### src/design/acc_map.svh
`ifndef ACC_MAP_SVH
`define ACC_MAP_SVH

// ---------------------------------------------
// register byte offsets
// ---------------------------------------------
`define ACC_OFF_MIS 8'h00
`define ACC_OFF_RIS 8'h04
`define ACC_OFF_INTEN 8'h08
`define ACC_OFF_REFCTL 8'h10
`define ACC_OFF_STAT 8'h20
`define ACC_OFF_CTL 8'h24
`define ACC_OFF_PIN 8'h28

// ---------------------------------------------
// field positions
// ---------------------------------------------
`define ACC_IRQ_BIT 0
`define ACC_REF_CODE_LSB 0
`define ACC_REF_RNG_BIT 8
`define ACC_REF_EN_BIT 9
`define ACC_CTL_INV_BIT 1
`define ACC_CTL_ISEN_LSB 2
`define ACC_CTL_ISLVAL_BIT 4
`define ACC_CTL_TSEN_LSB 5
`define ACC_CTL_TSLVAL_BIT 7
`define ACC_CTL_SRC_LSB 9
`define ACC_CTL_TOEN_BIT 11
`define ACC_STAT_VAL_BIT 1
`define ACC_PIN_AF_BIT 0
`define ACC_PIN_GPO_BIT 1
`define ACC_PIN_GOE_BIT 2
`define ACC_PIN_DEN_BIT 3

// ---------------------------------------------
// reset values
// ---------------------------------------------
`define ACC_RST_REF 6'h00
`define ACC_RST_CTL 10'h000
`define ACC_RST_PIN 4'h0
`define ACC_RST_IRQ 1'h0

// ---------------------------------------------
// ladder constants, in resistor units
// ---------------------------------------------
`define ACC_LADDER_WIDE_UNITS 5'h1F
`define ACC_LADDER_WIDE_OFFSET 5'h08
`define ACC_LADDER_NARROW_UNITS 5'h17

`endif

### src/design/acc_pkg.sv
package acc_pkg;

    // ---------------------------------------------
    // sense choices for interrupt and trigger paths
    // ---------------------------------------------
    typedef enum logic [1:0] {
        ACC_SENSE_LEVEL = 2'b00,
        ACC_SENSE_FALL = 2'b01,
        ACC_SENSE_RISE = 2'b10,
        ACC_SENSE_BOTH = 2'b11
    } acc_sense_t;

    // positive input source; code 2'b11 is reserved
    typedef enum logic [1:0] {
        ACC_SRC_PIN = 2'b00,
        ACC_SRC_SHARED = 2'b01,
        ACC_SRC_REF = 2'b10,
        ACC_SRC_RSVD = 2'b11
    } acc_src_t;

    typedef struct packed {
        logic en;
        logic ladder_range_select;
        logic [3:0] code;
    } acc_ref_t;

    typedef struct packed {
        logic toen;
        acc_src_t src;
        logic tslval;
        acc_sense_t tsen;
        logic islval;
        acc_sense_t isen;
        logic inv;
    } acc_ctl_t;

    typedef struct packed {
        logic den;
        logic goe;
        logic gpo;
        logic af;
    } acc_pin_t;

    // ladder setting handed to the analog reference
    typedef struct packed {
        logic ground;
        logic [4:0] units;
        logic [4:0] tap;
    } acc_ladder_t;

    typedef struct packed {
        logic cyc;
        logic stb;
        logic we;
        logic [3:0] sel;
        logic [7:0] adr;
        logic [31:0] dat;
    } acc_wb_req_t;

endpackage : acc_pkg

### src/design/acc_ctrl.sv
// Behaviour
// - interrupt and ADC trigger come from separate, independently programmed sense logic.
// - result can drive output pin, raise an interrupt, or start an ADC sequence.
// - output pin is plain general-purpose after reset; result only when alternate selected.
// - negative input is external only; positive is pin, shared input, or reference.
// - ladder disabled gives ground whatever the tap code holds.
// - wide range uses a 31-unit ladder, tap equals code plus 8.
// - narrow range uses a 23-unit ladder, tap equals code directly.
// - masked status, raw status, interrupt enable, and one reference control register.
// - writing one to the masked status bit clears the pending interrupt.
// - interrupt forwarded only while enabled; raw status records events regardless.
//
// Added by the designer: the Wishbone interface to the registers and the register offsets.
`timescale 1ns/1ps
`include "acc_map.svh"

module acc_ctrl
    import acc_pkg::*;
#(
    parameter int ADDR_W = 8, // byte address width seen by the slave
    parameter int CODE_W = 4 // reference tap code width
) (
    input wire logic clk_i, // system clock, 200 MHz
    input wire logic rst_i, // synchronous reset, active high
    input wire logic ce_i, // clock enable, freezes all state when low
    input wire logic wb_cyc_i, // bus cycle
    input wire logic wb_stb_i, // strobe
    input wire logic wb_we_i, // write enable
    input wire logic [ADDR_W-1:0] wb_adr_i, // byte address
    input wire logic [3:0] wb_sel_i, // byte lanes
    input wire logic [31:0] wb_dat_i, // write data
    output logic [31:0] wb_dat_o, // read data
    output logic wb_ack_o, // acknowledge
    input wire logic compare_result_i, // raw comparator output
    output acc_src_t positive_source_select_o, // positive input mux setting
    output acc_ladder_t ladder_o, // reference ladder setting
    output logic compare_output_pin_o, // output pin level
    output logic compare_output_pin_oe_o, // output pin drive enable
    output logic pin_digital_input_enable_o, // digital input buffer on
    output logic irq_o, // level interrupt to the controller
    output logic adc_trigger_o // sequence start, one cycle per edge; held high in level mode
);

    // ---------------------------------------------
    // elaboration checks
    // ---------------------------------------------
    generate
        if (ADDR_W < 8) begin : g_bad_addr
            $error("acc_ctrl: ADDR_W must be at least 8");
        end
        if (CODE_W != 4) begin : g_bad_code
            $error("acc_ctrl: ladder arithmetic serves a 4-bit code only");
        end
    endgenerate

    // ---------------------------------------------
    // functions
    // ---------------------------------------------

    // byte-lane merge of a write into a 32-bit image
    function automatic logic [31:0] lane_merge(input logic [31:0] old_v,
                                               input logic [31:0] new_v,
                                               input logic [3:0] sel);
        logic [31:0] m;
        m = {{8{sel[3]}}, {8{sel[2]}}, {8{sel[1]}}, {8{sel[0]}}};
        lane_merge = (old_v & ~m) | (new_v & m);
    endfunction : lane_merge

    // tap and ladder size from the reference control fields
    function automatic acc_ladder_t ladder_of(input acc_ref_t r);
        acc_ladder_t l;
        l.ground = ~r.en;
        if (!r.en) begin
            l.units = 5'h00;
            l.tap = 5'h00;
        end else if (r.ladder_range_select) begin
            l.units = `ACC_LADDER_NARROW_UNITS;
            l.tap = {1'b0, r.code};
        end else begin
            l.units = `ACC_LADDER_WIDE_UNITS;
            l.tap = {1'b0, r.code} + `ACC_LADDER_WIDE_OFFSET;
        end
        ladder_of = l;
    endfunction : ladder_of

    // ---------------------------------------------
    // registers
    // ---------------------------------------------
    acc_wb_req_t req;
    acc_ref_t ref_q;
    acc_ctl_t ctl_q;
    acc_pin_t pin_q;
    logic ris_q;
    logic inten_q;
    logic sync_a;
    logic sync_b;
    logic res_q;
    logic res_prev;

    // ---------------------------------------------
    // bus decode
    // ---------------------------------------------
    logic bus_req;
    logic wr_fire;
    logic hit_mis;
    logic hit_ris;
    logic hit_inten;
    logic hit_ref;
    logic hit_stat;
    logic hit_ctl;
    logic hit_pin;
    logic [31:0] rdata;

    // bundle the bus request so the decode reads from one carrier
    assign req.cyc = wb_cyc_i;
    assign req.stb = wb_stb_i;
    assign req.we = wb_we_i;
    assign req.sel = wb_sel_i;
    assign req.adr = wb_adr_i[7:0];
    assign req.dat = wb_dat_i;

    // upper address bits must be zero for any register to answer
    logic upper_zero;
    generate
        if (ADDR_W > 8) begin : g_upper
            assign upper_zero = (wb_adr_i[ADDR_W-1:8] == '0);
        end else begin : g_no_upper
            assign upper_zero = 1'b1;
        end
    endgenerate

    assign bus_req = req.cyc & req.stb;
    // a write lands on the edge at which the master sees ack
    assign wr_fire = bus_req & req.we & wb_ack_o;
    assign hit_mis = upper_zero & (req.adr == `ACC_OFF_MIS);
    assign hit_ris = upper_zero & (req.adr == `ACC_OFF_RIS);
    assign hit_inten = upper_zero & (req.adr == `ACC_OFF_INTEN);
    assign hit_ref = upper_zero & (req.adr == `ACC_OFF_REFCTL);
    assign hit_stat = upper_zero & (req.adr == `ACC_OFF_STAT);
    assign hit_ctl = upper_zero & (req.adr == `ACC_OFF_CTL);
    assign hit_pin = upper_zero & (req.adr == `ACC_OFF_PIN);

    // ---------------------------------------------
    // read image; reserved bits and unmapped addresses read zero
    // ---------------------------------------------
    logic [31:0] img_mis;
    logic [31:0] img_ris;
    logic [31:0] img_inten;
    logic [31:0] img_ref;
    logic [31:0] img_stat;
    logic [31:0] img_ctl;
    logic [31:0] img_pin;

    assign img_mis = {31'h0, ris_q & inten_q};
    assign img_ris = {31'h0, ris_q};
    assign img_inten = {31'h0, inten_q};
    assign img_ref = {22'h0, ref_q.en, ref_q.ladder_range_select, 4'h0, ref_q.code};
    assign img_stat = {30'h0, res_q, 1'b0};
    // bit 8 is a hole in the control layout, so fields are placed one by one
    assign img_ctl = {20'h0, ctl_q.toen, ctl_q.src, 1'b0, ctl_q.tslval, ctl_q.tsen,
                      ctl_q.islval, ctl_q.isen, ctl_q.inv, 1'b0};
    assign img_pin = {28'h0, pin_q};

    assign rdata = ({32{hit_mis}} & img_mis)
                 | ({32{hit_ris}} & img_ris)
                 | ({32{hit_inten}} & img_inten)
                 | ({32{hit_ref}} & img_ref)
                 | ({32{hit_stat}} & img_stat)
                 | ({32{hit_ctl}} & img_ctl)
                 | ({32{hit_pin}} & img_pin);

    // ---------------------------------------------
    // next values of software registers
    // ---------------------------------------------
    logic [31:0] wimg_inten;
    logic [31:0] wimg_ref;
    logic [31:0] wimg_ctl;
    logic [31:0] wimg_pin;
    logic mis_clear;
    logic next_inten;
    acc_ref_t next_ref;
    acc_ctl_t next_ctl;
    acc_pin_t next_pin;

    assign wimg_inten = lane_merge(img_inten, req.dat, req.sel);
    assign wimg_ref = lane_merge(img_ref, req.dat, req.sel);
    assign wimg_ctl = lane_merge(img_ctl, req.dat, req.sel);
    assign wimg_pin = lane_merge(img_pin, req.dat, req.sel);

    assign next_inten = (wr_fire & hit_inten) ? wimg_inten[`ACC_IRQ_BIT] : inten_q;
    // one reference control register steers the whole ladder
    assign next_ref = (wr_fire & hit_ref)
                    ? {wimg_ref[`ACC_REF_EN_BIT], wimg_ref[`ACC_REF_RNG_BIT],
                       wimg_ref[`ACC_REF_CODE_LSB +: 4]}
                    : ref_q;
    // source select field reset-defaults to the external pin
    assign next_ctl = (wr_fire & hit_ctl)
                    ? {wimg_ctl[`ACC_CTL_TOEN_BIT], wimg_ctl[`ACC_CTL_SRC_LSB +: 2],
                       wimg_ctl[`ACC_CTL_TSLVAL_BIT], wimg_ctl[`ACC_CTL_TSEN_LSB +: 2],
                       wimg_ctl[`ACC_CTL_ISLVAL_BIT], wimg_ctl[`ACC_CTL_ISEN_LSB +: 2],
                       wimg_ctl[`ACC_CTL_INV_BIT]}
                    : ctl_q;
    assign next_pin = (wr_fire & hit_pin)
                    ? acc_pin_t'(wimg_pin[`ACC_PIN_DEN_BIT:`ACC_PIN_AF_BIT])
                    : pin_q;

    // write-one-to-clear on the masked status bit
    assign mis_clear = wr_fire & hit_mis & req.sel[0] & req.dat[`ACC_IRQ_BIT];

    // ---------------------------------------------
    // bus slave: ack one cycle after the request, dropped after one cycle
    // ---------------------------------------------
    always_ff @(posedge clk_i) begin
        if (rst_i) begin
            wb_ack_o <= 1'b0;
            wb_dat_o <= 32'h0000_0000;
        end else if (ce_i) begin
            wb_ack_o <= bus_req & ~wb_ack_o;
            wb_dat_o <= (bus_req & ~wb_ack_o & ~req.we) ? rdata : 32'h0000_0000;
        end
    end

    // software register storage
    always_ff @(posedge clk_i) begin
        if (rst_i) begin
            inten_q <= `ACC_RST_IRQ;
            ref_q <= `ACC_RST_REF;
            ctl_q <= `ACC_RST_CTL;
            pin_q <= `ACC_RST_PIN;
        end else if (ce_i) begin
            inten_q <= next_inten;
            ref_q <= next_ref;
            ctl_q <= next_ctl;
            pin_q <= next_pin;
        end
    end

    // ---------------------------------------------
    // result synchroniser and polarity
    // ---------------------------------------------

    // two flops before anything looks at the result
    // an invert change can itself look like an edge; program before enabling sense
    always_ff @(posedge clk_i) begin
        if (rst_i) begin
            sync_a <= 1'b0;
            sync_b <= 1'b0;
            res_q <= 1'b0;
            res_prev <= 1'b0;
        end else if (ce_i) begin
            sync_a <= compare_result_i;
            sync_b <= sync_a;
            res_q <= sync_b ^ ctl_q.inv;
            res_prev <= res_q;
        end
    end

    // ---------------------------------------------
    // independent interrupt and trigger sense
    // ---------------------------------------------
    logic int_hit;
    logic trig_hit;

    // interrupt path has its own sense choice and level
    acc_sense u_int_sense (
        .cur_i(res_q),
        .prev_i(res_prev),
        .mode_i(ctl_q.isen),
        .level_i(ctl_q.islval),
        .hit_o(int_hit)
    );

    // trigger path uses separate fields, so e.g. rise irq, fall trigger
    acc_sense u_trig_sense (
        .cur_i(res_q),
        .prev_i(res_prev),
        .mode_i(ctl_q.tsen),
        .level_i(ctl_q.tslval),
        .hit_o(trig_hit)
    );

    // ---------------------------------------------
    // interrupt status
    // ---------------------------------------------
    logic next_ris;

    // raw status sets regardless of enable; a set beats a same-cycle clear
    assign next_ris = int_hit | (ris_q & ~mis_clear);

    always_ff @(posedge clk_i) begin
        if (rst_i) begin
            ris_q <= `ACC_RST_IRQ;
            irq_o <= 1'b0;
        end else if (ce_i) begin
            ris_q <= next_ris;
            irq_o <= next_ris & next_inten;
        end
    end

    // ---------------------------------------------
    // trigger output
    // ---------------------------------------------

    // trigger needs the enable bit; in level mode it repeats each cycle
    always_ff @(posedge clk_i) begin
        if (rst_i) begin
            adc_trigger_o <= 1'b0;
        end else if (ce_i) begin
            adc_trigger_o <= trig_hit & ctl_q.toen;
        end
    end

    // ---------------------------------------------
    // output pin
    // ---------------------------------------------
    logic next_pin_val;
    logic next_pin_oe;

    // pin is ordinary GPIO until the alternate function is picked
    assign next_pin_val = next_pin.af ? res_q : next_pin.gpo;
    assign next_pin_oe = next_pin.af | next_pin.goe;

    always_ff @(posedge clk_i) begin
        if (rst_i) begin
            compare_output_pin_o <= 1'b0;
            compare_output_pin_oe_o <= 1'b0;
            pin_digital_input_enable_o <= 1'b0;
        end else if (ce_i) begin
            compare_output_pin_o <= next_pin_val;
            compare_output_pin_oe_o <= next_pin_oe;
            pin_digital_input_enable_o <= next_pin.den;
        end
    end

    // ---------------------------------------------
    // analog setting outputs
    // ---------------------------------------------

    // negative input has no mux; only the positive source is steered
    always_ff @(posedge clk_i) begin
        if (rst_i) begin
            positive_source_select_o <= ACC_SRC_PIN;
            ladder_o <= '0;
        end else if (ce_i) begin
            positive_source_select_o <= next_ctl.src;
            ladder_o <= ladder_of(next_ref);
        end
    end

endmodule : acc_ctrl

### src/design/acc_sense.sv
`timescale 1ns/1ps

// ---------------------------------------------
// edge / level sense on a synchronised result
// ---------------------------------------------
module acc_sense
    import acc_pkg::*;
(
    input wire logic cur_i, // result this cycle
    input wire logic prev_i, // result one cycle earlier
    input wire acc_sense_t mode_i, // sense choice
    input wire logic level_i, // active level in level mode
    output logic hit_o // event seen this cycle
);

    logic rise;
    logic fall;

    // edges compare two already synchronised samples
    assign rise = cur_i & ~prev_i;
    assign fall = ~cur_i & prev_i;

    always_comb begin
        unique case (mode_i)
            ACC_SENSE_LEVEL: hit_o = (cur_i == level_i);
            ACC_SENSE_FALL: hit_o = fall;
            ACC_SENSE_RISE: hit_o = rise;
            ACC_SENSE_BOTH: hit_o = rise | fall;
        endcase
    end

endmodule : acc_sense

### config.mk
export PLATFORM = sky130hd
export DESIGN_NAME = acc_ctrl
export DESIGN_NICKNAME = d
export VERILOG_FILES = /design/src/design/acc_pkg.sv /design/src/design/acc_ctrl.sv /design/src/design/acc_sense.sv
export VERILOG_INCLUDE_DIRS = /design/src /design/src/design
export SDC_FILE = /design/constraint.sdc
export NUM_CORES = 1
export LEC_CHECK = 0
export BUFFER_PORTS_ARGS = -buffer_cell sky130_fd_sc_hd__buf_4
export CORE_MARGIN = 3
export CORE_UTILIZATION = 48
export CTS_CLUSTER_DIAMETER = 50
export DETAILED_ROUTE_END_ITERATION = 8
export HOLD_SLACK_MARGIN = 0.05
export PLACE_DENSITY = 0.83
export SYNTH_ARGS = -nofsm -noshare
export SYNTH_HDL_FRONTEND = slang
export SYNTH_SLANG_ARGS = --single-unit
export TNS_END_PERCENT = 20
### constraint.sdc
create_clock -name clk_i -period 2.2 [get_ports clk_i]
set_input_delay 0.33 -clock clk_i [delete_from_list [all_inputs] [get_ports clk_i]]
set_output_delay 0.33 -clock clk_i [all_outputs]
set_load 0.005 [all_outputs]
======== Yosys cells after proc, flatten, opt, wreduce, memory -nomap -nowiden ========
Cells that the tools add are included.
word-level totals
  output and inout port bits .............. 51
  bits in registers ....................... 74
  logic and storage cells ................. 110
operators by class
  reductions and logical operators ........ 5
  $add $sub $neg .......................... 1
  equal/unequal tests ..................... 14
  bitwise gates (word level) .............. 51
  mux-type cells .......................... 10
operators by type and width
  operator            count
  $or 32x32->32       6
  $and 32x1->32       3
  $and 32x10->32      1
  $and 32x12->32      1
  $and 32x2->32       1
  $and 32x4->32       1
  $mux 32             1
  $and 12x12->12      2
  $eq 8x6->1 const B  3
  $and 1x1->1         19
  $mux 9              2
  $not 12->12         1
  $or 12x12->12       1
  $and 10x10->10      1
  $mux 10             1
  $or 10x10->10       1
  $eq 2x2->1 const B  4
  $eq 8x3->1 const B  1
  $eq 8x4->1 const B  1
  $eq 8x5->1 const B  1
  $logic_not 8->1     1
  $pmux 1 s4          2
  $mux 6              1
  $not 1->1           6
  11 further kinds    19

======== Depth between registers and ports, before layout ========
Gate-level depths: netlist of run 1.
  depth after elaboration ................. 10
  depth in mapped cells ................... 8
  mapped depth without buffers ............ 7

======== Cells and area by module ========
From an unflattened synthesis of run 1, not the netlist that was laid out.
second synthesis, totals
  cells, all modules ...................... 297
  area, all modules ....................... 2626.3 µm²
by module, submodules not included
  module     area an instance (µm²)  cells each  times used
  acc_ctrl   2491.1                  283         1
  acc_sense  67.6                    7           2

======== Worst setup path after synthesis of run 1 ========
Ideal clock, no wire load.
  path type ............................... input to register
  from .................................... in wb_adr_i[2]
  to ...................................... reg ladder_o[3] (netlist name)
  arrival ................................. 1.794 ns
  path buffers ............................ 0
  stages .................................. 7
  path slack .............................. 0.336 ns
  setup time .............................. 0.070 ns
  data required time ...................... 2.130 ns
  cell sequence ........................... nor4_4 and2_1 nand3_2 mux2_2 ha_1 nand3_1 a21oi_1
RTL lines
  element               RTL line         RTL
  from (decl)           acc_ctrl.sv:29   input wire logic [ADDR_W-1:0] wb_adr_i,
  to (signal assigned)  acc_ctrl.sv:346  ladder_o <= ladder_of(next_ref);
  to (decl)             acc_ctrl.sv:36   output acc_ladder_t ladder_o,

======== Worst setup path after layout of run 1 ========
  from .................................... reg wb_ack_o
  to ...................................... reg pin_digital_input_enable_o
between the ends
  longest elaborated chain between the ends .. 3
ends and longest elaborated chain
  element                     RTL line         RTL
  from (decl)                 acc_ctrl.sv:33   output logic wb_ack_o,
  from (signal assigned)      acc_ctrl.sv:218  wb_ack_o <= bus_req & ~wb_ack_o;
  $and 1x1->1                 acc_ctrl.sv:134  assign wr_fire = bus_req & req.we & wb_ack_o;
  $and 1x1->1                 acc_ctrl.sv:203  assign next_pin = (wr_fire & hit_pin)
  $reduce_and 2->1 (no line)  -
  to (signal assigned)        acc_ctrl.sv:331  pin_digital_input_enable_o <= next_pin.den;
  to (decl)                   acc_ctrl.sv:39   output logic pin_digital_input_enable_o,
No other way between the ends.
A chain may end at the register's enable or synchronous reset.

==> results.md, run 1 <==
- In this run, flip-flops and latches consume 53.4% of the power.
- The number of global-route vias before repair is 2038.
- From bottom edge to top edge, the die measures 78.6 um.
- Max-cap violations in this run came to 0.
- Leaving out fill and tap cells, the most frequent cell in the layout is sky130_fd_sc_hd__buf_4.
- The average footprint of a synthesized cell is 8.91 um2.
- STA classifies the critical path startpoint as a register.
- Timing would allow up to 0.521 GHz.
- The part of the Yosys area used for sequential elements is 39.5%.
- The largest area contributor in the netlist is sky130_fd_sc_hd__dfxtp_1.
- The total negative slack for setup checks is 0 ns.
- The number of distinct library cells after synthesis is 45.
- The count of final setup violators is 0.
- Counting flops with an async set or reset pin after synthesis yields a share of 0%.
- In the routed design, unresolved DRC markers number 0.
- Cells fill 62.1% of the core in the end.
- TritonCTS built the clock tree.
- The last weighted congestion value of the routability-driven placer is 0.896.
- Along the worst path, the maximum fanout reaches 7.
- The origin of the worst setup path is wb_ack_o.
- Once the clock tree was built, the resizer swapped 0 gates to a different size.
- The count of state elements after synthesis is 50.
- Clock tree synthesis found a total of 50 sinks.
- The first global-routing pass estimated 9.85 mm of wire.
- Cell internal power was estimated by the tool at 1.33 mW.
- The number of instances in the placed design is 399.
- The initial DRC count is 187.
- The area inside the core boundary is 0.00491 mm2.
- The number of flops mapped to enable cells by yosys is 0.
- The capturing point of the worst reg2reg path is pin_digital_input_enable_o.
- The path class of the tightest hold or removal check is in -> reg.
- IR analysis of the VDD net gives a maximum drop of 0.575 mV.
- The most critical setup path has its endpoint at pin_digital_input_enable_o.
- Across the routed clock network, the largest skew measured is 0.0107 ns.
- The post-detailed-routing wire length is 6.04 mm.
- Net switching is 23.3% of the power.
- The top cell types in the final layout, fill and taps aside, are sky130_fd_sc_hd__buf_4, sky130_fd_sc_hd__dfxtp_1, sky130_fd_sc_hd__nor2_1.
- The number of antenna violations at the first check in global routing is 0.
- The run finished with clean final reports.
- The post-CTS clock slew at the launch and capture registers of the worst setup and hold paths is 0.09 ns.
- Dividing the final minimum period by the clock period gives 87.3%.
- The part of the total power dissipated in combinational logic is 10.1%.
- For flop-to-flop paths, the worst setup slack is 0.28 ns.
- After technology mapping, the gate count stands at 284.
- In this run the remaining antenna-violating nets after routing total 0.
- In the post-synthesis netlist, the biggest area contributors are sky130_fd_sc_hd__dfxtp_1, sky130_fd_sc_hd__mux2i_1, sky130_fd_sc_hd__buf_4, sky130_fd_sc_hd__nor2_1, sky130_fd_sc_hd__nand2_1.
- The root buffer cell is sky130_fd_sc_hd__clkbuf_8.
- The wire length per cell is 14.8 um.
- The reg-to-reg startpoint is wb_ack_o.
- The count of filler cells inserted in the layout is 447.
- During placement, the flow inserted port buffers numbering 59.
- Entering global routing, the biggest net connects 45 pins.
- The total cell area at the placement stage is 0.00294 mm2.
- After floorplanning, the core was divided into 25 placement rows.
- 102 I/O pins were placed.
- The CTS buffer count is 5.
- Dividing total power by cell area gives a power density of 570 mW/mm2.
- The number of buffers inserted for hold repair after clock tree synthesis is 0.
- Across all layers, the routed design uses 2173 vias.
- The horizontal die dimension is 78.6 um.
- The time the final worst path needs with I/O delays and setup is 1.92 ns.
- The share of power burned in the clock network is 36.6%.
- The total die area is 0.00618 mm2.
- The reported leakage power is 1.29 nW.
- At the pin with the least slew margin, the transition time is 0.487 ns.
- The first detailed-routing pass ran for 4 iterations.
- Of the post-synthesis cell area, the dominant cell type holds 39.5%.
- The total of warnings raised by yosys is 0.
- The initial utilization of the core area, before any placement, comes to 51.5%.
- The clock passes through at most 2 buffers.
- The maximum level of the CTS H-tree is 2.
- The endpoint required time on the critical path is 2.38 ns.
- The number of antenna diodes in the final layout is 0.
- The worst setup path is captured at a register.
- After the flow finishes, the layout carries non-filler instances totaling 407.
- The global routing usage summed across all routing layers is 19.7%.
- The synthesized netlist occupies a cell area of 0.00253 mm2.
- From synthesis to final layout, the design area changed by 20.5%.
- The total power consumption of the routed design is 1.74 mW.
- The depth of the most critical reg-to-reg path is 5.
- The total global routing overflow is 0.
- The analysis attributes to net switching a power of 0.405 mW.
- The count of endpoints failing hold in the final timing report is 0.
- The final instance area is 0.00305 mm2.
- The total count of max-transition violations in the final report is 0.
- Setup repair after global routing left no endpoint under its margin.
- The critical setup path kind is reg -> reg.
- Of the cells placed in the final design, the portion with a size suffix greater than 1 is 25.6%.
- The flip-flop cell with the highest count after synthesis is sky130_fd_sc_hd__dfxtp_1.
- For the worst-skew pair, the clock arrives at the later sink with an insertion delay of 0.30 ns.
- The detailed placer's ending HPWL is 4.40 mm.
- The number of nets in the finished design is 393.
- In this run the post-CTS setup repair buffer count came out at 0.
- The worst max-slew margin expressed relative to the limit is 67.2%.
- Dividing the detail-routed via count by the number of cells gives 5.34.
- The arrival time of data at the critical path endpoint is 2.10 ns.
==> through the flow <==
stage | worst slack [ns] | hold WS, ns
after global routing | 0.126 | 0.275
after detailed placement | 0.210 | 0.438
after floorplan | 0.336 | 0.439
final | 0.280 | 0.258
after global placement | 0.228 | 0.434
after CTS | 0.287 | 0.263
==> power by group through the flow <==
stage	sequential [mW]	combinational (mW)	clock, mW
2_1_floorplan	0.946	0.111	0
3_3_place_gp	0.948	0.170	0
3_5_place_dp	0.948	0.173	0
4_1_cts	0.927	0.174	0.640
5_1_grt	0.930	0.194	0.679
6_report	0.927	0.175	0.636
==> cells in the mapped netlist (all sizes together), types with 2 or more instances <==
| library cell | count |
|---|---|
| o311ai | 2 |
| and2 | 2 |
| inv | 4 |
| nand3 | 10 |
| nand4 | 3 |
| a211oi | 6 |
| buf | 28 |
| o21ai | 18 |
| mux2i | 21 |
| nand2 | 28 |
| nor4b | 3 |
| nor2b | 4 |
| clkbuf | 10 |
| a32o | 3 |
| nor2 | 44 |
| a21oi | 14 |
| nor4 | 2 |
| a222oi | 2 |
| mux2 | 2 |
| a22oi | 9 |
| ha | 3 |
| xor2 | 2 |
| dfxtp | 50 |
| a22o | 3 |
==> logic make-up (layout without fill, tap and decap cells) <==
family | after synthesis | after routing | share of synthesized area [%]
other cells | 1 | 20 | 0.148
xor+xnor | 3 | 3 | 1.04
compound gates | 61 | 61 | 15.9
fa+ha+maj | 3 | 3 | 1.48
mux | 23 | 23 | 9.34
buf+inv | 42 | 79 | 10.3
flops | 50 | 50 | 39.5
simple gates | 101 | 101 | 22.2
==> routing by layer <==
metal	share of wire [%]	vias up	global-route usage, %
met4	0.41	0	4.90
met3	7.8	2	4.36
met2	48	94	32.3
met5	0	-	0
li1	-	1072	-
met1	43	1005	26.3
==> critical path, cell delays in order (launching register included) <==
cell and delay, ns:
sky130_fd_sc_hd__dfxtp_1 0.40, sky130_fd_sc_hd__and4_1 0.41, sky130_fd_sc_hd__nand3_1 0.26, sky130_fd_sc_hd__nor2b_1 0.44, sky130_fd_sc_hd__mux2i_1 0.24, sky130_fd_sc_hd__nor2_1 0.05
==> final cells by class <==
class                   count  area [um2]  share of cell area [%]
multi-input cells         211        1340                    43.9
well taps                  67        83.8                    2.75
clock buffers               7        76.3                    2.50
repair buffers             67         503                    16.5
inverters                   4        15.0                   0.492
clock inverters             1        30.0                   0.985
flip-flops and latches     50        1000                    32.8
==> worst min path at each step <==
stage	from	endpoint	slack [ns]	cells past startpoint
final	wb_dat_i[10]	positive_source_select_o[1]	0.26	3
after global placement	compare_output_pin_oe_o	compare_output_pin_oe_o	0.43	2
after CTS	wb_dat_i[10]	positive_source_select_o[1]	0.26	3
after detailed placement	compare_output_pin_oe_o	compare_output_pin_oe_o	0.44	2
after global routing	wb_dat_i[7]	register	0.28	3
after floorplan	compare_output_pin_oe_o	compare_output_pin_oe_o	0.44	2
(Power assumes the default switching activity.)
==> run 2: changes to the inputs <==
- ABC_AREA: unset -> 1
- CORE_UTILIZATION: 48 -> 53
- PLACE_DENSITY: 0.83 -> 0.89
- clock period: 2.2 -> 2.3 ns (I/O delays scaled with it)
==> results.md, run 2 <==
- Once the floorplan was initialized, standard cells occupied 55.8% of the core.
- The root buffer cell is sky130_fd_sc_hd__clkbuf_8.
- The time the final worst path needs with I/O delays and setup is 1.83 ns.
- The power per cell area is 516 mW/mm2.
- In this run the worst path has a maximum fanout of 7.
- The total area inside the core boundary comes to 0.00482 mm2.
- The number of buffers inserted for hold repair after clock tree synthesis is 0.
- The maximum buffer depth of the clock tree is 2.
- The slowest stage cell on the critical path is sky130_fd_sc_hd__dfxtp_1.
- Entering global routing, the biggest net connects 42 pins.
- Sequential cells were found to cover 37.2% of the synthesized design area.
- In this run, synthesis inferred 0 flip-flops with an integrated enable.
- The via count of the routed design is 2467.
- After detailed routing, the number of vias per cell comes to 4.99.
- The first detailed-routing pass ran for 5 iterations.
- The wire length of the first global-routing pass is 10.2 mm.
- In the final routed layout, each cell accounts on average for 12.6 um.
- After synthesis, the share of flip-flops with an asynchronous set or reset is 0%.
- The total global routing overflow is 0.
- The most numerous cell type found on the critical path is sky130_fd_sc_hd__nand2_1.
- The cell with the most instances after synthesis is sky130_fd_sc_hd__nand2_1.
- The gate family responsible for the most delay along the worst path is simple AND/OR/NAND/NOR gates.
- For this block, the initial DRC count from the detailed router was 167.
- The Yosys step of the flow raised 0 warnings.
- The post-CTS clock slew at the launch and capture registers of the worst setup and hold paths is 0.10 ns.
- The detailed placer's ending HPWL is 4.48 mm.
- The part of the total power dissipated in combinational logic is 10.6%.
- The die covers 0.00596 mm2.
- The largest area contributor in the netlist is sky130_fd_sc_hd__dfxtp_1.
- Cells with a size suffix above 1 make up 22.0% of the layout.
- The maximum resistive drop on vdd is 0.288 mV.
- Global routing consumed, over all layers together, 20.8% of the routing resources.
- The floorplan step set the die height to 77.2 um.
- By area the synthesized netlist is led by sky130_fd_sc_hd__dfxtp_1, sky130_fd_sc_hd__nand2_1, sky130_fd_sc_hd__a21oi_1, sky130_fd_sc_hd__buf_4, sky130_fd_sc_hd__inv_1.
- The critical path goes through nand2_2, nor2_8, nand2_1, nor3_1, nand2_1, o21ai_0, inv_1, ha_1, nand3_1, a21oi_1.
- During I/O placement, the number of pins put on the boundary was 102.
- The clock latency reported for the late side of the worst-skew pair is 0.31 ns.
- Synthesis produced 378 cells.
- At the end of the flow, the number of nets in the layout was 480.
- The number of design rule violations left after detail routing is 0.
- The run finished with clean final reports.
- The post-route clock period utilization is 79.4%.
- Between clock sinks in the finished design, the worst skew comes to 0.00902 ns.
- The count of endpoints failing hold in the final timing report is 0.
- The analysis attributes to cell leakage a power of 1.44 nW.
- The die is 77.2 um wide.
- At the end of routability-driven placement, the weighted congestion stood at 0.891.
- The antenna diode instance count is 0.
- The number of port buffers is 59.
- The synthesized design contains 50 register bits.
- The path class of the tightest hold or removal check is in -> reg.
- The number of instances in the placed design is 486.
- The post-detailed-routing wire length is 6.21 mm.
- The number of antenna violations at the first check in global routing is 0.
- The total negative slack for setup checks is 0 ns.
- Summed over its instances, the top area cell type makes up 37.2% of the synthesized netlist area.
- The critical path endpoint category is a register.
- The maximum level of the CTS H-tree is 2.
- Counting the buffers created by CTS gives 5.
- The switching power total is 0.425 mW.
- Gates resized during post-CTS repair numbered 0.
- The cell row count is 25.
- The count of non-filler cells in the finished layout is 494.
- In the layout the commonest cells are sky130_fd_sc_hd__nand2_1, sky130_fd_sc_hd__buf_4, sky130_fd_sc_hd__dfxtp_1.
- The setup path with the least slack is of type reg -> reg.
- The area growth from synthesis to layout is 16.8%.
- The number of buffers inserted by post-CTS setup repair is 0.
- The count of buffer and inverter cells on the critical path is 1.
- TritonCTS built the clock tree.
- The number of global-route vias before repair is 2247.
- Setup repair after global routing left no endpoint under its margin.
- Leaving out fill and tap cells, the most frequent cell in the layout is sky130_fd_sc_hd__nand2_1.
- The endpoint required time on the critical path is 2.55 ns.
- Summing every instance area after synthesis gives 0.00269 mm2.
- By count the netlist is led by sky130_fd_sc_hd__nand2_1, sky130_fd_sc_hd__dfxtp_1, sky130_fd_sc_hd__a21oi_1.
- The most used flip-flop cell after synthesis is sky130_fd_sc_hd__dfxtp_1.
- The count of final setup violators is 0.
- CTS saw 50 sinks.
- The design internal power is 1.19 mW.
- The maximum single-stage delay on the critical path is 0.39 ns.
- The average footprint of a synthesized cell is 7.11 um2.
- Based on the critical path, the design can be clocked at up to 0.547 GHz.
- The share of power burned in registers is 55.2%.
- The total count of max-transition violations in the final report is 0.
- In this run, the clock network consumes 34.2% of the power.
- The switching part of the total is 26.3%.
- Counting distinct cell types in the post-synthesis netlist gives 33.
- At the worst endpoint, the arrival time is 2.08 ns.
- The number of maximum-capacitance constraint violations is 0.
- STA classifies the critical path startpoint as a register.
- The detail route stage leaves a number of antenna-violating nets equal to 0.
## run 2: cell count changes in the layout (fill, tap and decap cells not counted), sizes merged, moves of 4 or more
cell,previous run,this run
nand2,28,92
nor2,44,36
mux2i,21,1
a21oi,14,45
a22oi,9,0
nand3,10,23
o21ai,18,27
inv,4,43
buf,67,61
nor2b,4,0
## run 2: through the flow
stage | total power [mW] | hold WS, ns | instance area, um2 | worst slack, ns | utilization [%]
detailed placement | 1.08 | 0.456 | 3040 | 0.342 | 63.1
global route | 1.69 | 0.246 | 3140 | 0.245 | 65.2
floorplan | 1.03 | 0.447 | 2760 | 0.687 | -
finish | 1.62 | 0.249 | 3140 | 0.473 | 65.2
CTS | 1.63 | 0.250 | 3140 | 0.483 | 65.2
global placement | 1.08 | 0.452 | 3040 | 0.347 | 63.1
## run 2: tightest hold or removal path: cells and delay by family
| family | cells | cell delay [ns] |
|---|---|---|
| buffers and inverters | 1 | 0.08 |
| AND/OR/NAND/NOR | 2 | 0.11 |
## run 2: power groups by stage
stage	Combinational, mW	Clock (mW)	Sequential (mW)
after floorplan	0.124	0	0.909
after global placement	0.165	0	0.912
after detailed placement	0.170	0	0.913
after CTS	0.171	0.561	0.893
after global routing	0.194	0.602	0.896
final	0.172	0.553	0.894
## run 2: final timing paths
| kind | from | to | slack (ns) | cells past startpoint |
|---|---|---|---|---|
| min | compare_result_i | sync_a | 0.25 | 3 |
| max reg2reg | wb_ack_o | ladder_o[3] | 0.47 | 10 |
| max | wb_ack_o | ladder_o[3] | 0.47 | 10 |
| min reg2reg | wb_dat_o[3] | wb_dat_o[3] | 0.47 | 2 |
## run 2: layout make-up
type / instances / area (um2)
clock buffer: 6 / 82.6
clock inverter: 2 / 16.3
fill: 423 / 1680
inverter: 42 / 158
multi-input combinational: 266 / 1340
sequential: 50 / 1000
tap: 67 / 83.8
timing repair buffer: 61 / 458
## run 2: logic make-up after synthesis
| family | count (synthesis) | synth area share (%) |
|---|---|---|
| muxes | 1 | 0.372 |
| adders and majority gates | 3 | 1.40 |
| buffers and inverters | 81 | 15.5 |
| and+or+nand+nor | 157 | 26.7 |
| xor gates and xnor gates | 1 | 0.326 |
| DFF | 50 | 37.2 |
| other | 1 | 0.140 |
| AOI/OAI and AO/OA | 84 | 18.3 |
## run 2: routing by layer
metal  GRT usage (%)  wire, um
met5               0         0
met3            5.52       494
met4            7.65        99
met2            34.3      2970
met1            25.9      2650
==> run 3: changes to the inputs <==
- CORE_UTILIZATION: 53 -> 44
- PLACE_DENSITY: 0.89 -> 0.8
- clock period: 2.3 -> 1.65 ns (I/O delays scaled with it)
==> results.md, run 3 (synthesis results as in run 2) <==
- The number of logic stages on the critical path including buffering is 10.
- In this run the vertical extent of the chip is 84.2 um.
- Once placement completed, the tool counted placed cells totaling 514.
- The total iterations of the first detailed-routing run is 5.
- In the final routed layout, each cell accounts on average for 12.6 um.
- The number of global-route vias before repair was 2487.
- For the worst flop-to-flop path, the logic depth is 10.
- Of all nets on the critical path, the largest fanout is 2.
- The global routing usage summed across all routing layers is 18.2%.
- At the worst endpoint, the required time is 1.88 ns.
- Once detailed placement completed, the half-perimeter wirelength came to 5.02 mm.
- TritonCTS built the clock tree.
- The maximum single-stage delay on the critical path is 0.35 ns.
- The detail route stage leaves a number of antenna-violating nets equal to 0.
- The total count of max-transition violations in the final report is 0.
- The maximum clock frequency is 0.641 GHz.
- Pin placement for this block handled 102 I/O pins.
- Leaving out fill and tap cells, the most frequent cell in the layout is sky130_fd_sc_hd__nand2_1.
- Leaving out filler cells and counting taps, the final layout contains 521.
- Across the run, the number of max-cap violations was 0.
- The number of port buffers is 59.
- Counting both buffers and inverters, the worst setup path holds a total of 1.
- IR analysis of the VDD net gives a maximum drop of 0.465 mV.
- The area inside the core boundary is 0.00571 mm2.
- The floorplan step set the die width to 84.2 um.
- The maximum buffer depth of the clock tree is 2.
- The post-detailed-route via-to-cell ratio is 4.97.
- The number of antenna violations at the first check in global routing is 0.
- The maximum level of the CTS H-tree is 2.
- The clock drives 50 sinks.
- The count of final setup violators is 0.
- The count of cells along the worst hold path is 3.
- The total global routing overflow is 0.
- The largest net degree at the start of global routing is 28.
- The last weighted congestion value of the routability-driven placer is 0.941.
- The initial standard-cell utilization of the core is 47.1%.
- The critical path goes through nand2_2, nor2_8, nand2_1, nor3_2, nand2_1, o21ai_2, inv_1, ha_1, nand3_1, a21oi_1.
- The first global-routing pass estimated 10.8 mm of wire.
- The type of origin of the critical path is a register.
- The count of filler cells inserted in the layout is 544.
- The area growth from synthesis to layout is 25.5%.
- The time the final worst path needs with I/O delays and setup is 1.56 ns.
- The final instance area is 0.00337 mm2.
- The post-route clock period utilization is 94.6%.
- The number of setup buffers added after CTS is 0.
- The antenna diode instance count is 0.
- The clock latency reported for the late side of the worst-skew pair is 0.30 ns.
- The final clock skew is 0.00462 ns.
- The CTS buffer count is 5.
- In this run the static leakage power is 1.57 nW.
- Among all stages on the critical path, the largest delay is contributed by sky130_fd_sc_hd__dfxtp_1.
- In this run the clock root is driven by a sky130_fd_sc_hd__clkbuf_8.
- The number of hold buffers added after CTS was 0.
- The worst hold path class is in -> reg.
- In this run the cell area measured after placement is 0.00324 mm2.
- The critical path is of the reg -> reg type.
- After the last flow step, the layout net total stands at 503.
- The setup check on the worst reg-to-reg path leaves a slack of 0.09 ns.
- The fraction of layout cells with a size suffix above 1 is 26.7%.
- The gate family responsible for the most delay along the worst path is simple AND/OR/NAND/NOR gates.
- The library cells used most frequently in the layout, excluding fill and tap cells, are sky130_fd_sc_hd__nand2_1, sky130_fd_sc_hd__buf_4, sky130_fd_sc_hd__dfxtp_1.
- The post-CTS clock slew at the launch and capture registers of the worst setup and hold paths is 0.08 ns.
- The critical path's most frequent cell is sky130_fd_sc_hd__nand2_1.
- After floorplanning, the core was divided into 27 placement rows.
- The initial DRC count is 194.
- The count of endpoints failing hold in the final timing report is 0.
- The die covers 0.00708 mm2.
- The arrival time of data at the critical path endpoint is 1.79 ns.
- The run finished with clean final reports.
- The final layout contains routed wiring with a total length of 6.57 mm.
- The final route contains 2589 vias.
- Dividing total power by cell area gives a power density of 709 mW/mm2.
- Setup repair after global routing could not meet its margin everywhere.
- The number of design rule violations left after detail routing is 0.
- STA classifies the critical path endpoint as a register.
## run 3: layer usage
layer / vias to the layer above / wire, um / track usage [%]
met5: - / 0 / 0
met4: 0 / 23 / 4.53
li1: 1305 / - / -
met3: 3 / 492 / 3.43
met1: 1180 / 2820 / 23.6
met2: 101 / 3230 / 31.3
## run 3: final cells by class
| type | count | area [um2] | share of cell area, % |
|---|---|---|---|
| Clock inverter | 1 | 30.0 | 0.890 |
| Clock buffer | 6 | 82.6 | 2.45 |
| Multi-Input combinational cell | 266 | 1360 | 40.2 |
| Timing Repair Buffer | 84 | 656 | 19.4 |
| Sequential cell | 50 | 1000 | 29.7 |
| Inverter | 42 | 158 | 4.67 |
| Tap cell | 72 | 90.1 | 2.67 |
## run 3: what timing repair did
| item | in CTS | in global routing |
|---|---|---|
| resized for setup | 0 | 6 |
| endpoints found under the setup margin | 0 | 5 |
| endpoints found under the hold margin | 0 | 0 |
## run 3: worst paths after layout
check	endpoint	from
hold / removal	sync_a	compare_result_i
setup / recovery	ladder_o[3]	wb_ack_o
setup reg to reg	ladder_o[3]	wb_ack_o
hold reg to reg	ladder_o[0]	ladder_o[0]
## run 3: where the power goes
part | internal, mW | leakage (nW) | total, mW | switching [mW]
combinational | 0.116 | 1.11 | 0.275 | 0.159
sequential | 1.23 | 0.405 | 1.24 | 0.0153
clock | 0.485 | 0.0573 | 0.876 | 0.390
total | 1.83 | 1.57 | 2.39 | 0.565
## run 3: per-stage QoR
step	worst slack [ns]	total power [mW]	util, %	hold WS, ns	setup TNS (ns)
2_1_floorplan	0.0902	1.44	-	0.382	0
3_3_place_gp	-0.0683	1.53	56.8	0.453	-0.0683
3_5_place_dp	-0.0813	1.54	56.8	0.462	-0.0952
4_1_cts	0.0351	2.41	58.8	0.168	0
5_1_grt	-0.0209	2.50	59.1	0.180	-0.0209
6_report	0.0892	2.39	59.1	0.178	0
## run 3: worst register-to-register path, cell delays in order, from the launching register on
cell	delay, ns
sky130_fd_sc_hd__dfxtp_1	0.35
sky130_fd_sc_hd__nand2_2	0.09
sky130_fd_sc_hd__nor2_8	0.09
sky130_fd_sc_hd__nand2_1	0.08
sky130_fd_sc_hd__nor3_2	0.18
sky130_fd_sc_hd__nand2_1	0.10
sky130_fd_sc_hd__o21ai_2	0.08
sky130_fd_sc_hd__inv_1	0.06
sky130_fd_sc_hd__ha_1	0.26
sky130_fd_sc_hd__nand3_1	0.07
sky130_fd_sc_hd__a21oi_1	0.13
